`config.mk`:
```
export PLATFORM = sky130hd
export DESIGN_NAME = tfr_top
export DESIGN_NICKNAME = d
export VERILOG_FILES = /design/src/rtl/tfr_pkg.sv /design/src/rtl/tfr_channel.sv /design/src/rtl/tfr_top.sv
export SDC_FILE = /design/constraint.sdc
export NUM_CORES = 1
export LEC_CHECK = 0
export ABC_AREA = 1
export BUFFER_PORTS_ARGS = -buffer_cell sky130_fd_sc_hd__buf_4
export CAP_MARGIN = 20
export CORE_MARGIN = 5
export CORE_UTILIZATION = 35
export CTS_CLUSTER_DIAMETER = 80
export DETAILED_ROUTE_END_ITERATION = 10
export SYNTH_ARGS = -nofsm -noshare
export SYNTH_HDL_FRONTEND = slang
export SYNTH_SLANG_ARGS = --single-unit
```
`constraint.sdc`:
```
create_clock -name CLOCK -period 5 [get_ports CLOCK]
set_clock_uncertainty 0.15 [all_clocks]
set_input_delay 0.25 -clock CLOCK [delete_from_list [all_inputs] [get_ports CLOCK]]
set_output_delay 0.25 -clock CLOCK [all_outputs]
set_load 0.01 [all_outputs]
```
`src/rtl/tfr_pkg.sv`:
```
/*
 * Shared constants, carriers and field decoders for the temperature
 * fault response block.
 * Assumes a single system clock domain and a one-byte command carrier.
 */
package tfr_pkg;
    // ****************************************
    // Command codes and values after reset
    // ****************************************
    localparam int         NUM_CH      = 2;     // Output channels (pages)
    localparam logic [7:0] CMD_EXT_OT  = 8'h50; // External overtemp action
    localparam logic [7:0] CMD_EXT_UT  = 8'h54; // External undertemp action
    localparam logic [7:0] CMD_INT_OT  = 8'hd6; // Internal overtemp action
    localparam logic [7:0] RST_EXT     = 8'hb8; // Paged actions after reset
    localparam logic [7:0] RST_INT     = 8'hc0; // Internal action after reset
    localparam logic [7:0] RD_NONE     = 8'h00; // Read of an unknown code

    // ****************************************
    // Field layout and encodings
    // ****************************************
    localparam int         RESP_LSB    = 6;     // Response field 7:6
    localparam int         RETRY_LSB   = 3;     // Retry field 5:3
    localparam logic [1:0] RESP_RUN    = 2'h0;  // Keep running
    localparam logic [1:0] RESP_BAD_A  = 2'h1;  // Unsupported everywhere
    localparam logic [1:0] RESP_OFF    = 2'h2;  // Disable at once
    localparam logic [1:0] RESP_HOLD   = 2'h3;  // Off while fault present
    localparam logic [2:0] RETRY_NONE  = 3'h0;  // Never restart
    localparam logic [2:0] RETRY_LOOP  = 3'h7;  // Restart without limit

    // ****************************************
    // Carriers
    // ****************************************
    typedef struct packed {
        logic       valid;  // One-cycle command strobe
        logic       write;  // 1 write, 0 read
        logic       page;   // Selected output channel
        logic [7:0] code;   // Command code
        logic [7:0] data;   // Single data byte
    } tfr_cmd_s;

    typedef struct packed {
        logic int_ot;       // Mask internal overtemp
        logic ext_ot;       // Mask external overtemp
        logic ext_ut;       // Mask external undertemp
        logic cml;          // Mask communication fault
    } tfr_mask_s;

    typedef struct packed {
        logic other_summary; // Summary bit in the status byte
        logic word_mfr;      // Vendor bit in the status word
        logic vendor_ot;     // Overtemp bit of vendor_fault_status
        logic byte_temp;     // Temperature bit in the status byte
        logic temp_ot;       // Overtemp bit of temperature status
        logic temp_ut;       // Undertemp bit of temperature status
    } tfr_stat_s;

    // ****************************************
    // Field decoders
    // ****************************************
    function automatic logic [1:0] resp_of(input logic [7:0] b);
        resp_of = b[RESP_LSB +: 2];
    endfunction

    function automatic logic [2:0] retry_of(input logic [7:0] b);
        retry_of = b[RETRY_LSB +: 3];
    endfunction
endpackage

```
`src/rtl/tfr_channel.sv`:
```
/*
 * One output channel: sticky temperature status, shutdown latches,
 * retry handling and the output enable.
 * Assumes fault levels, run level and restart ticks are synchronous.
 */
`timescale 1ns/10ps
module tfr_channel
    import tfr_pkg::*;
(
    // Clock and reset
    input  wire logic      clk,
    input  wire logic      rst,
    // Settings
    input  wire logic [7:0] int_cfg,
    input  wire logic [7:0] ot_cfg,
    input  wire logic [7:0] ut_cfg,
    // Events
    input  wire logic      int_fault,
    input  wire logic      ot_fault,
    input  wire logic      ut_fault,
    input  wire logic      run_on,
    input  wire logic      restart_tick,
    input  wire logic      clear_faults,
    // Results
    output tfr_stat_s      stat,
    output logic           out_enable
);
    // ****************************************
    // Decode
    // ****************************************
    logic      run_q_reg;                    // Run level, last cycle
    logic      int_lat_reg, ot_lat_reg, ut_lat_reg; // Shutdown latches
    logic      int_lat_next, ot_lat_next, ut_lat_next;
    logic      en_next;
    tfr_stat_s stat_next;
    wire       on_edge  = run_on & ~run_q_reg;   // Off then on again
    wire       clr      = clear_faults | on_edge;
    wire       int_hold = (resp_of(int_cfg) == RESP_HOLD) & int_fault;
    // Retry may release a latch only when nothing else holds the output
    wire       ot_rel   = (retry_of(ot_cfg) == RETRY_LOOP) & restart_tick & run_on
                          & ~ot_fault & ~int_lat_reg & ~ut_lat_reg & ~int_hold;
    wire       ut_rel   = (retry_of(ut_cfg) == RETRY_LOOP) & restart_tick & run_on
                          & ~ut_fault & ~int_lat_reg & ~ot_lat_reg & ~int_hold;

    // Set wins over clear on every latch and sticky bit
    assign int_lat_next = (int_fault & (resp_of(int_cfg) == RESP_OFF))
                          | (int_lat_reg & ~clr);
    assign ot_lat_next  = (ot_fault & (resp_of(ot_cfg) == RESP_OFF))
                          | (ot_lat_reg & ~clr & ~ot_rel);
    assign ut_lat_next  = (ut_fault & (resp_of(ut_cfg) == RESP_OFF))
                          | (ut_lat_reg & ~clr & ~ut_rel);
    // Response code 00 never enters any latch, so the output keeps running
    assign en_next      = run_on & ~int_lat_next & ~ot_lat_next
                          & ~ut_lat_next & ~int_hold;

    // Status is set for every response code
    assign stat_next.other_summary = int_fault | (stat.other_summary & ~clr);
    assign stat_next.word_mfr      = int_fault | (stat.word_mfr & ~clr);
    assign stat_next.vendor_ot     = int_fault | (stat.vendor_ot & ~clr);
    assign stat_next.byte_temp     = ot_fault | ut_fault
                                     | (stat.byte_temp & ~clr);
    assign stat_next.temp_ot       = ot_fault | (stat.temp_ot & ~clr);
    assign stat_next.temp_ut       = ut_fault | (stat.temp_ut & ~clr);

    // ****************************************
    // State
    // ****************************************
    // All channel state in one short process
    always_ff @(posedge clk or posedge rst) begin
        if (rst) begin
            run_q_reg   <= 1'b0;
            int_lat_reg <= 1'b0;
            ot_lat_reg  <= 1'b0;
            ut_lat_reg  <= 1'b0;
            stat        <= '0;
            out_enable  <= 1'b0;
        end else begin
            run_q_reg   <= run_on;
            int_lat_reg <= int_lat_next;
            ot_lat_reg  <= ot_lat_next;
            ut_lat_reg  <= ut_lat_next;
            stat        <= stat_next;
            out_enable  <= en_next;
        end
    end
endmodule

```
`src/rtl/tfr_top.sv`:
```
/*
 * Temperature fault response block: holds the three action settings,
 * checks writes, answers reads, and drives status, enables and alert.
 * Assumes commands arrive as one-cycle strobes synchronous to CLOCK and
 * that the restart interval timer lives outside and pulses RESTART_TICK.
 */
// Summary of operation
// - Internal response 00 or 01 flags fault
// - Internal code 10 disables output until clear or off-on
// - Internal code 11 resumes when fault clears
// - Internal retry 000 never restarts output
// - Internal retry 001 to 111 flags fault
// - Internal delay bits have no effect
// - Internal overtemp sets three vendor status bits
// - Unmasked temperature fault asserts alert output
// - Status stays until clear, off-on, reset
// - Status set for every response code
// - External overtemp sets temperature status bits
// - External overtemp action paged, code 50, b8
// - External undertemp action paged, code 54, b8
// - Every action command carries one byte
// - Internal action unpaged, code d6, c0
// - External code 00 keeps output running
// - External 01, 11 flag fault; 10 disables
// - External retry 111 restarts on a tick, but never while the other external latch, the internal latch or the internal hold holds the output
`timescale 1ns/10ps
module tfr_top
    import tfr_pkg::*;
(
    // Clock and reset
    input  wire logic              CLOCK,
    input  wire logic              RESET,
    // Command port
    input  tfr_cmd_s               CMD,
    output logic                   RD_VALID,
    output logic [7:0]             RD_DATA,
    // Fault sources and control levels
    input  wire logic              INT_OT_FAULT,
    input  wire logic [NUM_CH-1:0] EXT_OT_FAULT,
    input  wire logic [NUM_CH-1:0] EXT_UT_FAULT,
    input  wire logic [NUM_CH-1:0] RUN_ON,
    input  wire logic [NUM_CH-1:0] RESTART_TICK,
    input  wire logic              CLEAR_FAULTS,
    input  tfr_mask_s              ALERT_MASK,
    // Results
    output logic [NUM_CH-1:0]      OUTPUT_ENABLE,
    output tfr_stat_s [NUM_CH-1:0] STATUS,
    output logic                   CML_FAULT,
    output logic                   ALERT_N
);
    // ****************************************
    // Command decode
    // ****************************************
    wire        wr     = CMD.valid & CMD.write;           // Write strobe
    wire        rd     = CMD.valid & ~CMD.write;          // Read strobe
    wire        hit_ot = CMD.code == CMD_EXT_OT;
    wire        hit_ut = CMD.code == CMD_EXT_UT;
    wire        hit_in = CMD.code == CMD_INT_OT;
    wire        hit_any = hit_ot | hit_ut | hit_in;
    wire [1:0]  w_resp  = resp_of(CMD.data);
    wire [2:0]  w_retry = retry_of(CMD.data);

    // External response codes 01 and 11 are not supported
    wire        ext_bad = (w_resp == RESP_BAD_A) | (w_resp == RESP_HOLD);
    // Internal codes below 10 and any nonzero retry are not supported;
    // delay bits 2:0 are not looked at at all
    wire        int_bad = (w_resp == RESP_RUN) | (w_resp == RESP_BAD_A)
                          | (w_retry != RETRY_NONE);

    wire        wr_ot_ok = wr & hit_ot & ~ext_bad;
    wire        wr_ut_ok = wr & hit_ut & ~ext_bad;
    wire        wr_in_ok = wr & hit_in & ~int_bad;
    // Rejected value or unknown code raises the communication fault
    wire        cml_hit  = (wr & (hit_ot | hit_ut) & ext_bad)
                           | (wr & hit_in & int_bad)
                           | (CMD.valid & ~hit_any);

    // ****************************************
    // Setting storage
    // ****************************************
    logic [7:0] int_reg;                          // Internal action, unpaged
    logic [7:0] int_next;
    logic [7:0] ot_reg [NUM_CH];                  // External overtemp, paged
    logic [7:0] ut_reg [NUM_CH];                  // External undertemp, paged
    logic [7:0] ot_next [NUM_CH];
    logic [7:0] ut_next [NUM_CH];

    // Internal setting: accepted write replaces the whole byte
    assign int_next = wr_in_ok ? CMD.data : int_reg;

    // Internal setting register
    always_ff @(posedge CLOCK or posedge RESET) begin
        if (RESET) begin
            int_reg <= RST_INT;
        end else begin
            int_reg <= int_next;
        end
    end

    genvar g;
    generate
        for (g = 0; g < NUM_CH; g++) begin : g_page
            // Only the selected page is touched
            assign ot_next[g] = (wr_ot_ok & (CMD.page == 1'(g))) ? CMD.data
                                                                 : ot_reg[g];
            assign ut_next[g] = (wr_ut_ok & (CMD.page == 1'(g))) ? CMD.data
                                                                 : ut_reg[g];

            // Paged setting registers
            always_ff @(posedge CLOCK or posedge RESET) begin
                if (RESET) begin
                    ot_reg[g] <= RST_EXT;
                    ut_reg[g] <= RST_EXT;
                end else begin
                    ot_reg[g] <= ot_next[g];
                    ut_reg[g] <= ut_next[g];
                end
            end

            // Per channel response logic; internal fault hits both
            tfr_channel u_ch (
                .clk          (CLOCK),
                .rst          (RESET),
                .int_cfg      (int_reg),
                .ot_cfg       (ot_reg[g]),
                .ut_cfg       (ut_reg[g]),
                .int_fault    (INT_OT_FAULT),
                .ot_fault     (EXT_OT_FAULT[g]),
                .ut_fault     (EXT_UT_FAULT[g]),
                .run_on       (RUN_ON[g]),
                .restart_tick (RESTART_TICK[g]),
                .clear_faults (CLEAR_FAULTS),
                .stat         (STATUS[g]),
                .out_enable   (OUTPUT_ENABLE[g])
            );

        end
    endgenerate

    // ****************************************
    // Read path
    // ****************************************
    logic [7:0] rd_sel;                          // Byte picked for a read
    // One byte per command; unknown codes read as zero
    assign rd_sel = hit_ot ? ot_reg[CMD.page] :
                    hit_ut ? ut_reg[CMD.page] :
                    hit_in ? int_reg : RD_NONE;

    // Read answer one cycle after the strobe
    always_ff @(posedge CLOCK or posedge RESET) begin
        if (RESET) begin
            RD_VALID <= 1'b0;
            RD_DATA  <= RD_NONE;
        end else begin
            RD_VALID <= rd;
            RD_DATA  <= rd ? rd_sel : RD_DATA;
        end
    end

    // ****************************************
    // Communication fault and alert
    // ****************************************
    logic cml_next;
    logic alert_any;
    // Set wins over clear, so a fault in the clear cycle survives
    assign cml_next = cml_hit | (CML_FAULT & ~CLEAR_FAULTS);

    // Each source is gated by its own mask, any page counts
    always_comb begin
        alert_any = (CML_FAULT & ~ALERT_MASK.cml);
        for (int i = 0; i < NUM_CH; i++) begin
            alert_any = alert_any
                | (STATUS[i].vendor_ot & ~ALERT_MASK.int_ot)
                | (STATUS[i].temp_ot & ~ALERT_MASK.ext_ot)
                | (STATUS[i].temp_ut & ~ALERT_MASK.ext_ut);
        end
    end

    // Alert is registered so the pin never glitches on decode
    always_ff @(posedge CLOCK or posedge RESET) begin
        if (RESET) begin
            CML_FAULT <= 1'b0;
            ALERT_N   <= 1'b1;
        end else begin
            CML_FAULT <= cml_next;
            ALERT_N   <= ~alert_any;
        end
    end
endmodule

```
---- After elaboration in Yosys (flattened, before gate mapping) ----
Cells that the tools add are included.
word-level totals
  register bits ........................... 73
  input port bits ......................... 35
  output and inout bits ................... 25
  word-level logic and storage cells ...... 217
operators by class
  $lt $le $gt $ge ......................... 1
  equality and inequality tests ........... 15
  multiplexer cells ....................... 9
  bitwise logic cells ..................... 159
  reduce and logical (&&, ||, !) cells .... 2
operators with widths
  operator              count
  $and A1 B1 Y1         86
  $mux W8               9
  $not A1 Y1            36
  $or A1 B1 Y1          36
  $eq A8 B7 Y1 const B  2
  $eq A2 B2 Y1 const B  7
  $eq A3 B3 Y1 const B  4
  $eq A8 B8 Y1 const B  1
  $reduce_bool A3 Y1    1
  $eq A2 B1 Y1 const B  1
  $ge A2 B2 Y1 const B  1
  $logic_not A2 Y1      1
  $not A1 Y2            1

---- Depth between registers and ports, before layout ----
Gate-level depths: netlist (run 1).
  depth after elaboration ................. 14
  gate-level depth with buffers ........... 9
  depth with buffers taken out ............ 9

---- Hierarchy ----
Synthesis (run 1) repeated with hierarchy kept, for this count alone.
unflattened totals
  cells, all modules ...................... 477
  area, all modules ....................... 3,837.4 um2
by module, submodules not included
  module       times used  cells an instance  area each (um2)
  tfr_top      1           341                2,783.9
  tfr_channel  2           68                 526.8

---- Worst setup path after synthesis (run 1) ----
Ideal clock, no wire load.
  path type ............................... input to register
  start point ............................. in CMD[13] in the netlist's numbering
  end point ............................... reg CML_FAULT
  library setup time ...................... 117 ps
  arrival ................................. 933 ps
  slack ................................... 3,799 ps
  stages .................................. 9
  path buffers ............................ 1
  cells stage by stage .................... clkinv_1 nand2_2 nor2_1 buf_4 nand2_1 nand2_1 nor2_1 nor2_1 nand2_1
on the way
  cells in the longest elaborated chain, start to end .. 7
  elaborated cells on any way between the ends .. 14
  classes of those cells .................. eq/ne (3); bitwise (11)
RTL lines
  item                                                  RTL line                      RTL
  start, declared                                       tfr_top.sv:34                 input tfr_cmd_s CMD,
  $eq A8 B7 Y1 (on tied branches)                       tfr_top.sv:56, tfr_top.sv:57
  $or A1 B1 Y1                                          tfr_top.sv:59, tfr_top.sv:74
  $and A1 B1 Y1 / $or A1 B1 Y1 (equally long branches)  tfr_top.sv:74, tfr_top.sv:59
  $and A1 B1 Y1 / $not A1 Y1 (equally long branches)    tfr_top.sv:74, tfr_top.sv:76
  $or A1 B1 Y1 / $and A1 B1 Y1 (equally long branches)  tfr_top.sv:75, tfr_top.sv:76
  $or A1 B1 Y1 (*)                                      tfr_top.sv:76                 | (CMD.valid & ~hit_any);
  $or A1 B1 Y1 (*)                                      tfr_top.sv:166                assign cml_next = cml_hit | (CML_FAULT & ~CLEAR_FAULTS);
  net cml_next                                          tfr_top.sv:163                logic cml_next;
  end signal, assigned                                  tfr_top.sv:185                CML_FAULT <= cml_next;
  end, declared                                         tfr_top.sv:48                 output logic CML_FAULT,
The timed path passes the listed nets; every way through them passes the cells marked *.
A chain may end at the register's enable or synchronous reset.

==> results of run 1 <==
worst min-delay path, stage by stage:
cell   delay, ns
buf_4       0.11
inv_2       0.03
buf_4       0.67
how the worst max path moves through the flow:
stage,from,endpoint,cells after the start
2_1_floorplan,RESET,CML_FAULT,1
6_report,RUN_ON[1],g_page[1].u_ch.stat[2],8
3_3_place_gp,CMD[13],int_reg[2],8
5_1_grt,RUN_ON[1],g_page[1].u_ch.stat[2],8
4_1_cts,RUN_ON[1],g_page[1].u_ch.stat[2],8
3_5_place_dp,CMD[13],int_reg[2],8
cells by family (layout without fill, tap and decap cells):
kind of cell,after synthesis,in the layout
compound gates,16,16
buf+inv,65,138
flops,73,73
simple gates,302,302
cells in the mapped netlist (all sizes together):
cell	number	area [um^2]
nor4	1	6.26
dfstp	19	499
dfrtp	54	1350
a31oi	2	12.5
nand2	190	746
buf	17	151
nand3	48	290
nor2	27	171
nor3	4	20.0
clkinv	2	12.5
nand4	30	194
a21oi	3	15.0
o21ai	11	55.1
nand3b	1	7.51
inv	46	180
or2	1	6.26
per-layer routing:
layer,share of wire,global-route usage
met5,0,0
met4,0.0084,0.0481
met3,0.052,0.0342
met2,0.45,0.225
met1,0.48,0.209
per-stage QoR:
step | std cells | power [mW]
after global routing | 665 | 1.36
after detailed placement | 635 | 0.738
after CTS | 665 | 1.32
after floorplan | 456 | 0.684
final | 665 | 1.30
after global placement | 635 | 0.737
report_power, final:
part	internal [mW]	total, mW	switching (mW)
Combinational	0.0485	0.123	0.0749
Clock	0.336	0.568	0.232
Sequential	0.604	0.611	0.00655
final cells by class:
class	count	share of cell area
Timing Repair Buffer	74	0.129
Inverter	48	0.0421
Tap cell	136	0.0372
Clock inverter	7	0.0273
Clock buffer	9	0.0271
Multi-Input combinational cell	318	0.333
Sequential cell	73	0.404
what timing repair did:
| action | 4_1_cts | 5_1_grt |
|---|---|---|
| hold buffers | 14 | 0 |
| endpoints found under the setup margin | 0 | 0 |
| hold endpoints to repair | 16 | 0 |
==> impl_results.md, run 1 <==
* Period utilization at 0.396
* Crit path max fanout at 7
* Commonest non-fill, non-tap cell in the layout: nand2_1
* Post-route cell area at around 4600 um^2
* CP Cell Sequence: dlygate4sd3_1, buf_4, inv_1, nor2_1, nor2_1, nand2_1, nand3_1, dlygate4sd3_1
* Num CTS Buffers at 9
* Largest net degree at the start of global routing at 74
* DRC at 0
* Register area share after synthesis at 0.498
* Mapped Cells at 456
* Adder-Cell Fraction of Synth Area at 0
* Die Height at 113 um
* Post-synthesis simple-gate area fraction at 0.388
* Max Slew Vio Count at 0
* Clock slew at reported path FFs at 0.08 ns
* Global-route wire length before repair at 15.2 mm
* WS Path Type: in2reg
* Pleak at 2.47 nW
* Placed cell area at 4190 um^2
* Post-synthesis mux area share at 0
* Main combinational cell family by area after synthesis: simple AND/OR/NAND/NOR gates
* Yosys warnings at 0
* Top delay family on crit path: buffers and inverters
* Die X-Extent at 113 um
* Top Ports at 60
* Number of H-tree levels at 3
* Placer congestion estimate at 0.867
* Longest Clk Path Bufs at 2
* CTS sink cnt at 73
* Sequential standard cell area at 1850 um^2
* Syn Nets at between 400 and 500
* Iteration-0 DRC Markers at 187
* FILL cells at 1024
* Peak VDD IR at 0.000103 V
* Post_cts resized at 0
* Total GRT Usage at 0.148
* Multi-input gate area at 1520 um^2
* FF-to-FF Start: g_page[1].u_ch.run_q_reg
* Slew @ Worst Pin at approximately 0.93 ns
* Grt total ovfl at 0
* Crit path buf inv count at 4
* Area Overhead vs Synth at 23.1%
* Syn Area/Cell at 8.15 um^2
* Slowest cell on the critical path: dlygate4sd3_1
* TritonCTS clock tree: yes
* Avg Vias per Cell at ~4.7
* Worst path required time at 5.14 ns
* Clk Latency, worst-skew pair at 0.35 ns
* Ant diodes at 0
* I/O Buffers at 59
* Root buffer cell: clkbuf_8
* Max-cap viol count at 0
* Final setup viols at 0
* Outcome: completed
* Routed Antenna Nets at 0
* Via count at 3117
* #FFs+latches synth at 73
* Synth Area in Compound Gates at 0.0222
* Capture point of the worst reg-to-reg path: g_page[1].u_ch.stat[2]
* Max-slew headroom at 0.379
* Antenna violations before repair at 0
* Hold_ws at 0.0115 ns
* Internal reg-to-reg setup slack at roughly 3.3 ns
* Xor/xnor cell area share of the yosys netlist at 0
* Final nets at 559
* Layout cells sized above 1 at 0.229
* RSZ-0062 raised after global routing: no
* Finished Core Util at 0.443
* Die ar. at between 10000 and 15000 um^2
* HP Class: in2async
* CP endpoint kind: register
* Vias in the first global route at 3075
* Core ar. at around 10000 um^2
* CP startpoint kind: input port
* Most frequent cells in the layout: 183 x nand2_1, 60 x buf_4, 54 x dfrtp_1
* Setup TNS Final at 0 ns
* Postcts setup bufs at 0
* R2R depth at 5
* Count of final hold-check violations at 0
* Fmax at between 0.5 and 0.6 GHz
* Syn Std Cell Area at 3720 um^2
* Final worst setup slack at 3.02 ns
* HPWL after DPL at 6.55 mm
* Detailed-route wire length at approximately 9 mm
* Crit path time final at 1.98 ns
* Initial core utilization at 0.360
* Pre-CTS setup slack at 3.16 ns
* Row cnt at 37
* Distinct cells, synth at 28
* Pwr dens at around 280 nW/um^2
* Pre-antenna DRT Iters at 4
* Drt wl/cell at 13.8 um
* Worst path max stage delay at 0.55 ns
* Arr. time, crit path at 2.12 ns
Power figures use the tool's default switching activity.
==> run 2, diff against run 1 <==
==> constraint.sdc (replaced) <==
create_clock -name CLOCK -period 1.7 [get_ports CLOCK]
set_clock_uncertainty 0.15 [all_clocks]
set_input_delay 0.085 -clock CLOCK [delete_from_list [all_inputs] [get_ports CLOCK]]
set_output_delay 0.085 -clock CLOCK [all_outputs]
set_load 0.01 [all_outputs]
==> run 2 against run 1 <==
  * Flip-flop and latch count unchanged
  * Global-route usage increased by 1.1 points
  * Clock power increased to 2.6 times the previous value
  * Utilization increased by 1.0 points
  * Sequential share of layout area decreased by 0.92 points
  * Clock-buffer cell count increased by 1
  * Wire length increased by 7.9%
  * Die area unchanged
  * Sequential power increased to 2.9 times the previous value
  * Combinational power increased to 3.2 times the previous value
  * Final cell count increased by 2.1%
  * Cell area increased by 2.3%
  * Critical path type is now reg2reg
  * Highest routed layer unchanged
==> impl_results.md, run 2 (synthesis gave the netlist of run 1 again) <==
* Pre-antenna DRT Iters at 5 (+1)
* HP Start: RESTART_TICK[0]
* Worst path required time at 1.85 ns (-3.29 ns)
* R2R depth at 4 (-1)
* Crit path time final at ~1.6 ns
* Grt total ovfl at 0 (unchanged)
* Detailed-route wire length at 9.87 mm (+7.9%)
* Multi-input gate area at 1520 um^2 (unchanged)
* CTS sink cnt at 73 (unchanged)
* Global-route wire length before repair at 16.3 mm (+7.9%)
* Max-slew headroom at 0.619 (+0.241)
* RSZ-0062 raised after global routing: no
* Largest net degree at the start of global routing at 74 (unchanged)
* Hold_ws at 0.0123 ns (+0.000733 ns)
* Min-Delay Endpoint: g_page[0].u_ch.ut_lat_reg
* Outcome: completed
* Pwr dens at 778 nW/um^2 (+170%)
* Postcts setup bufs at 0 (unchanged)
* Peak VDD IR at 0.000381 V (+270%)
* Area Overhead vs Synth at 25.9%
* Final setup viols at 0 (unchanged)
* Post-route cell area at 4680 um^2 (+2.3%)
* Fmax at ~0.64 GHz
* Max Slew Vio Count at 0 (unchanged)
* Max-cap viol count at 0 (unchanged)
* TritonCTS clock tree: yes
* FILL cells at 1049 (+2.4%)
* I/O Buffers at 59 (unchanged)
* Count of final hold-check violations at 0 (unchanged)
* Vias in the first global route at 3157 (+2.7%)
* Crit path max fanout at 2 (-5)
* Clock slew at reported path FFs at 0.09 ns (about the same)
* DRC at 0 (unchanged)
* Final nets at 573 (+2.5%)
* Via count at 3245 (+4.1%)
* Iteration-0 DRC Markers at 236 (+26%)
* Clk Latency, worst-skew pair at 0.36 ns (about the same)
* Placed cell area at 4250 um^2 (+1.5%)
* Initial core utilization at 0.360 (unchanged)
* HP Class: in2reg
* Core ar. at 10300 um^2 (unchanged)
* Arr. time, crit path at 1.72 ns (-0.40 ns)
* Sequential standard cell area at 1850 um^2 (unchanged)
* Top Ports at 60 (unchanged)
* Number of H-tree levels at 3 (unchanged)
* Slew @ Worst Pin at 0.571 ns (-0.361 ns)
* CP startpoint kind: register
* Most frequent cells in the layout: 183 x nand2_1, 65 x buf_4, 54 x dfrtp_1
* Finished Core Util at 0.454 (+0.0103)
* Num CTS Buffers at 9 (unchanged)
* Die ar. at 12800 um^2 (unchanged)
* Total GRT Usage at 0.158 (+0.0105)
* Ant diodes at 0 (unchanged)
* CP endpoint kind: register
* Routed Antenna Nets at 0 (unchanged)
* WS Path Type: reg2reg
* Drt wl/cell at 14.5 um (+5.7%)
* Period utilization at 0.920
* Capture point of the worst reg-to-reg path: ALERT_N
* Pleak at 2.52 nW (+2.1%)
* Die X-Extent at 113 um (unchanged)
* Internal reg-to-reg setup slack at 0.14 ns (-3.18 ns)
* Placer congestion estimate at 0.902 (+4.1%)
* Antenna violations before repair at 0 (unchanged)
* FF-to-FF Start: g_page[1].u_ch.stat[0]
* Worst hold path depth at 6
* Die Height at 113 um (unchanged)
* Setup TNS Final at 0 ns (unchanged)
* HPWL after DPL at 7.20 mm (+9.8%)
* Commonest non-fill, non-tap cell in the layout: nand2_1
* Row cnt at 37 (unchanged)
* Longest Clk Path Bufs at 2 (unchanged)
* Avg Vias per Cell at 4.78 (+2.0%)
* Layout cells sized above 1 at 0.234 (+0.00515)
* Root buffer cell: clkbuf_8
[run 2: changes by cell type in the layout (fill, tap and decap cells not counted), moves of 2 or more]
cell | before | now
buf_4 | 60 | 65
bufinv_16 | 3 | 1
dlygate4sd3_1 | 14 | 22
inv_2 | 6 | 4
[run 2: metrics by stage]
step	setup slack, ns	power (mW)	cells
global route	0.0305	3.78	679
finish	0.137	3.64	679
global placement	0.322	2.18	641
CTS	0.104	3.66	679
detailed placement	0.306	2.18	641
floorplan	0.545	2.01	456
[run 2: per-layer routing]
layer / GRT usage / share of wire / vias up
met5: 0 / 0 / -
met4: 0.0665 / 0.024 / 0
li1: - / - / 1618
met2: 0.235 / 0.45 / 97
met3: 0.0289 / 0.057 / 20
met1: 0.227 / 0.47 / 1510
[run 2: worst max-delay path by stage]
stage / start / cells after the start / to
after global routing: RUN_ON[1] / 10 / g_page[1].u_ch.out_enable
after detailed placement: CMD[16] / 6 / ut_reg[9]
after floorplan: ot_reg[3] / 6 / g_page[1].u_ch.out_enable
after CTS: CMD[16] / 7 / ut_reg[9]
after global placement: CMD[13] / 9 / ut_reg[8]
final: g_page[1].u_ch.stat[0] / 4 / ALERT_N
[run 2: layout make-up]
type	count	share of cell area
sequential	73	0.395
multi-input combinational	318	0.325
timing repair buffer	88	0.155
inverter	48	0.0425
tap	136	0.0363
clock buffer	10	0.0294
clock inverter	6	0.0158
[run 2: power breakdown]
part | switching (mW) | internal, mW | leakage, nW | total (mW)
Combinational | 0.230 | 0.163 | 1.54 | 0.393
Sequential | 0.0194 | 1.78 | 0.873 | 1.80
Clock | 0.717 | 0.736 | 0.107 | 1.45
[run 2: critical path: stages (launching register included)]
cell and delay, ns:
dfrtp_1 0.39, inv_1 0.09, a21oi_1 0.07, nor4_1 0.22, dlygate4sd3_1 0.59
[run 2: timing repair]
action,in CTS,in global routing
endpoints found under the setup margin,0,5
gates resized for setup,0,2
hold buffers,22,0
hold endpoints to repair,123,0
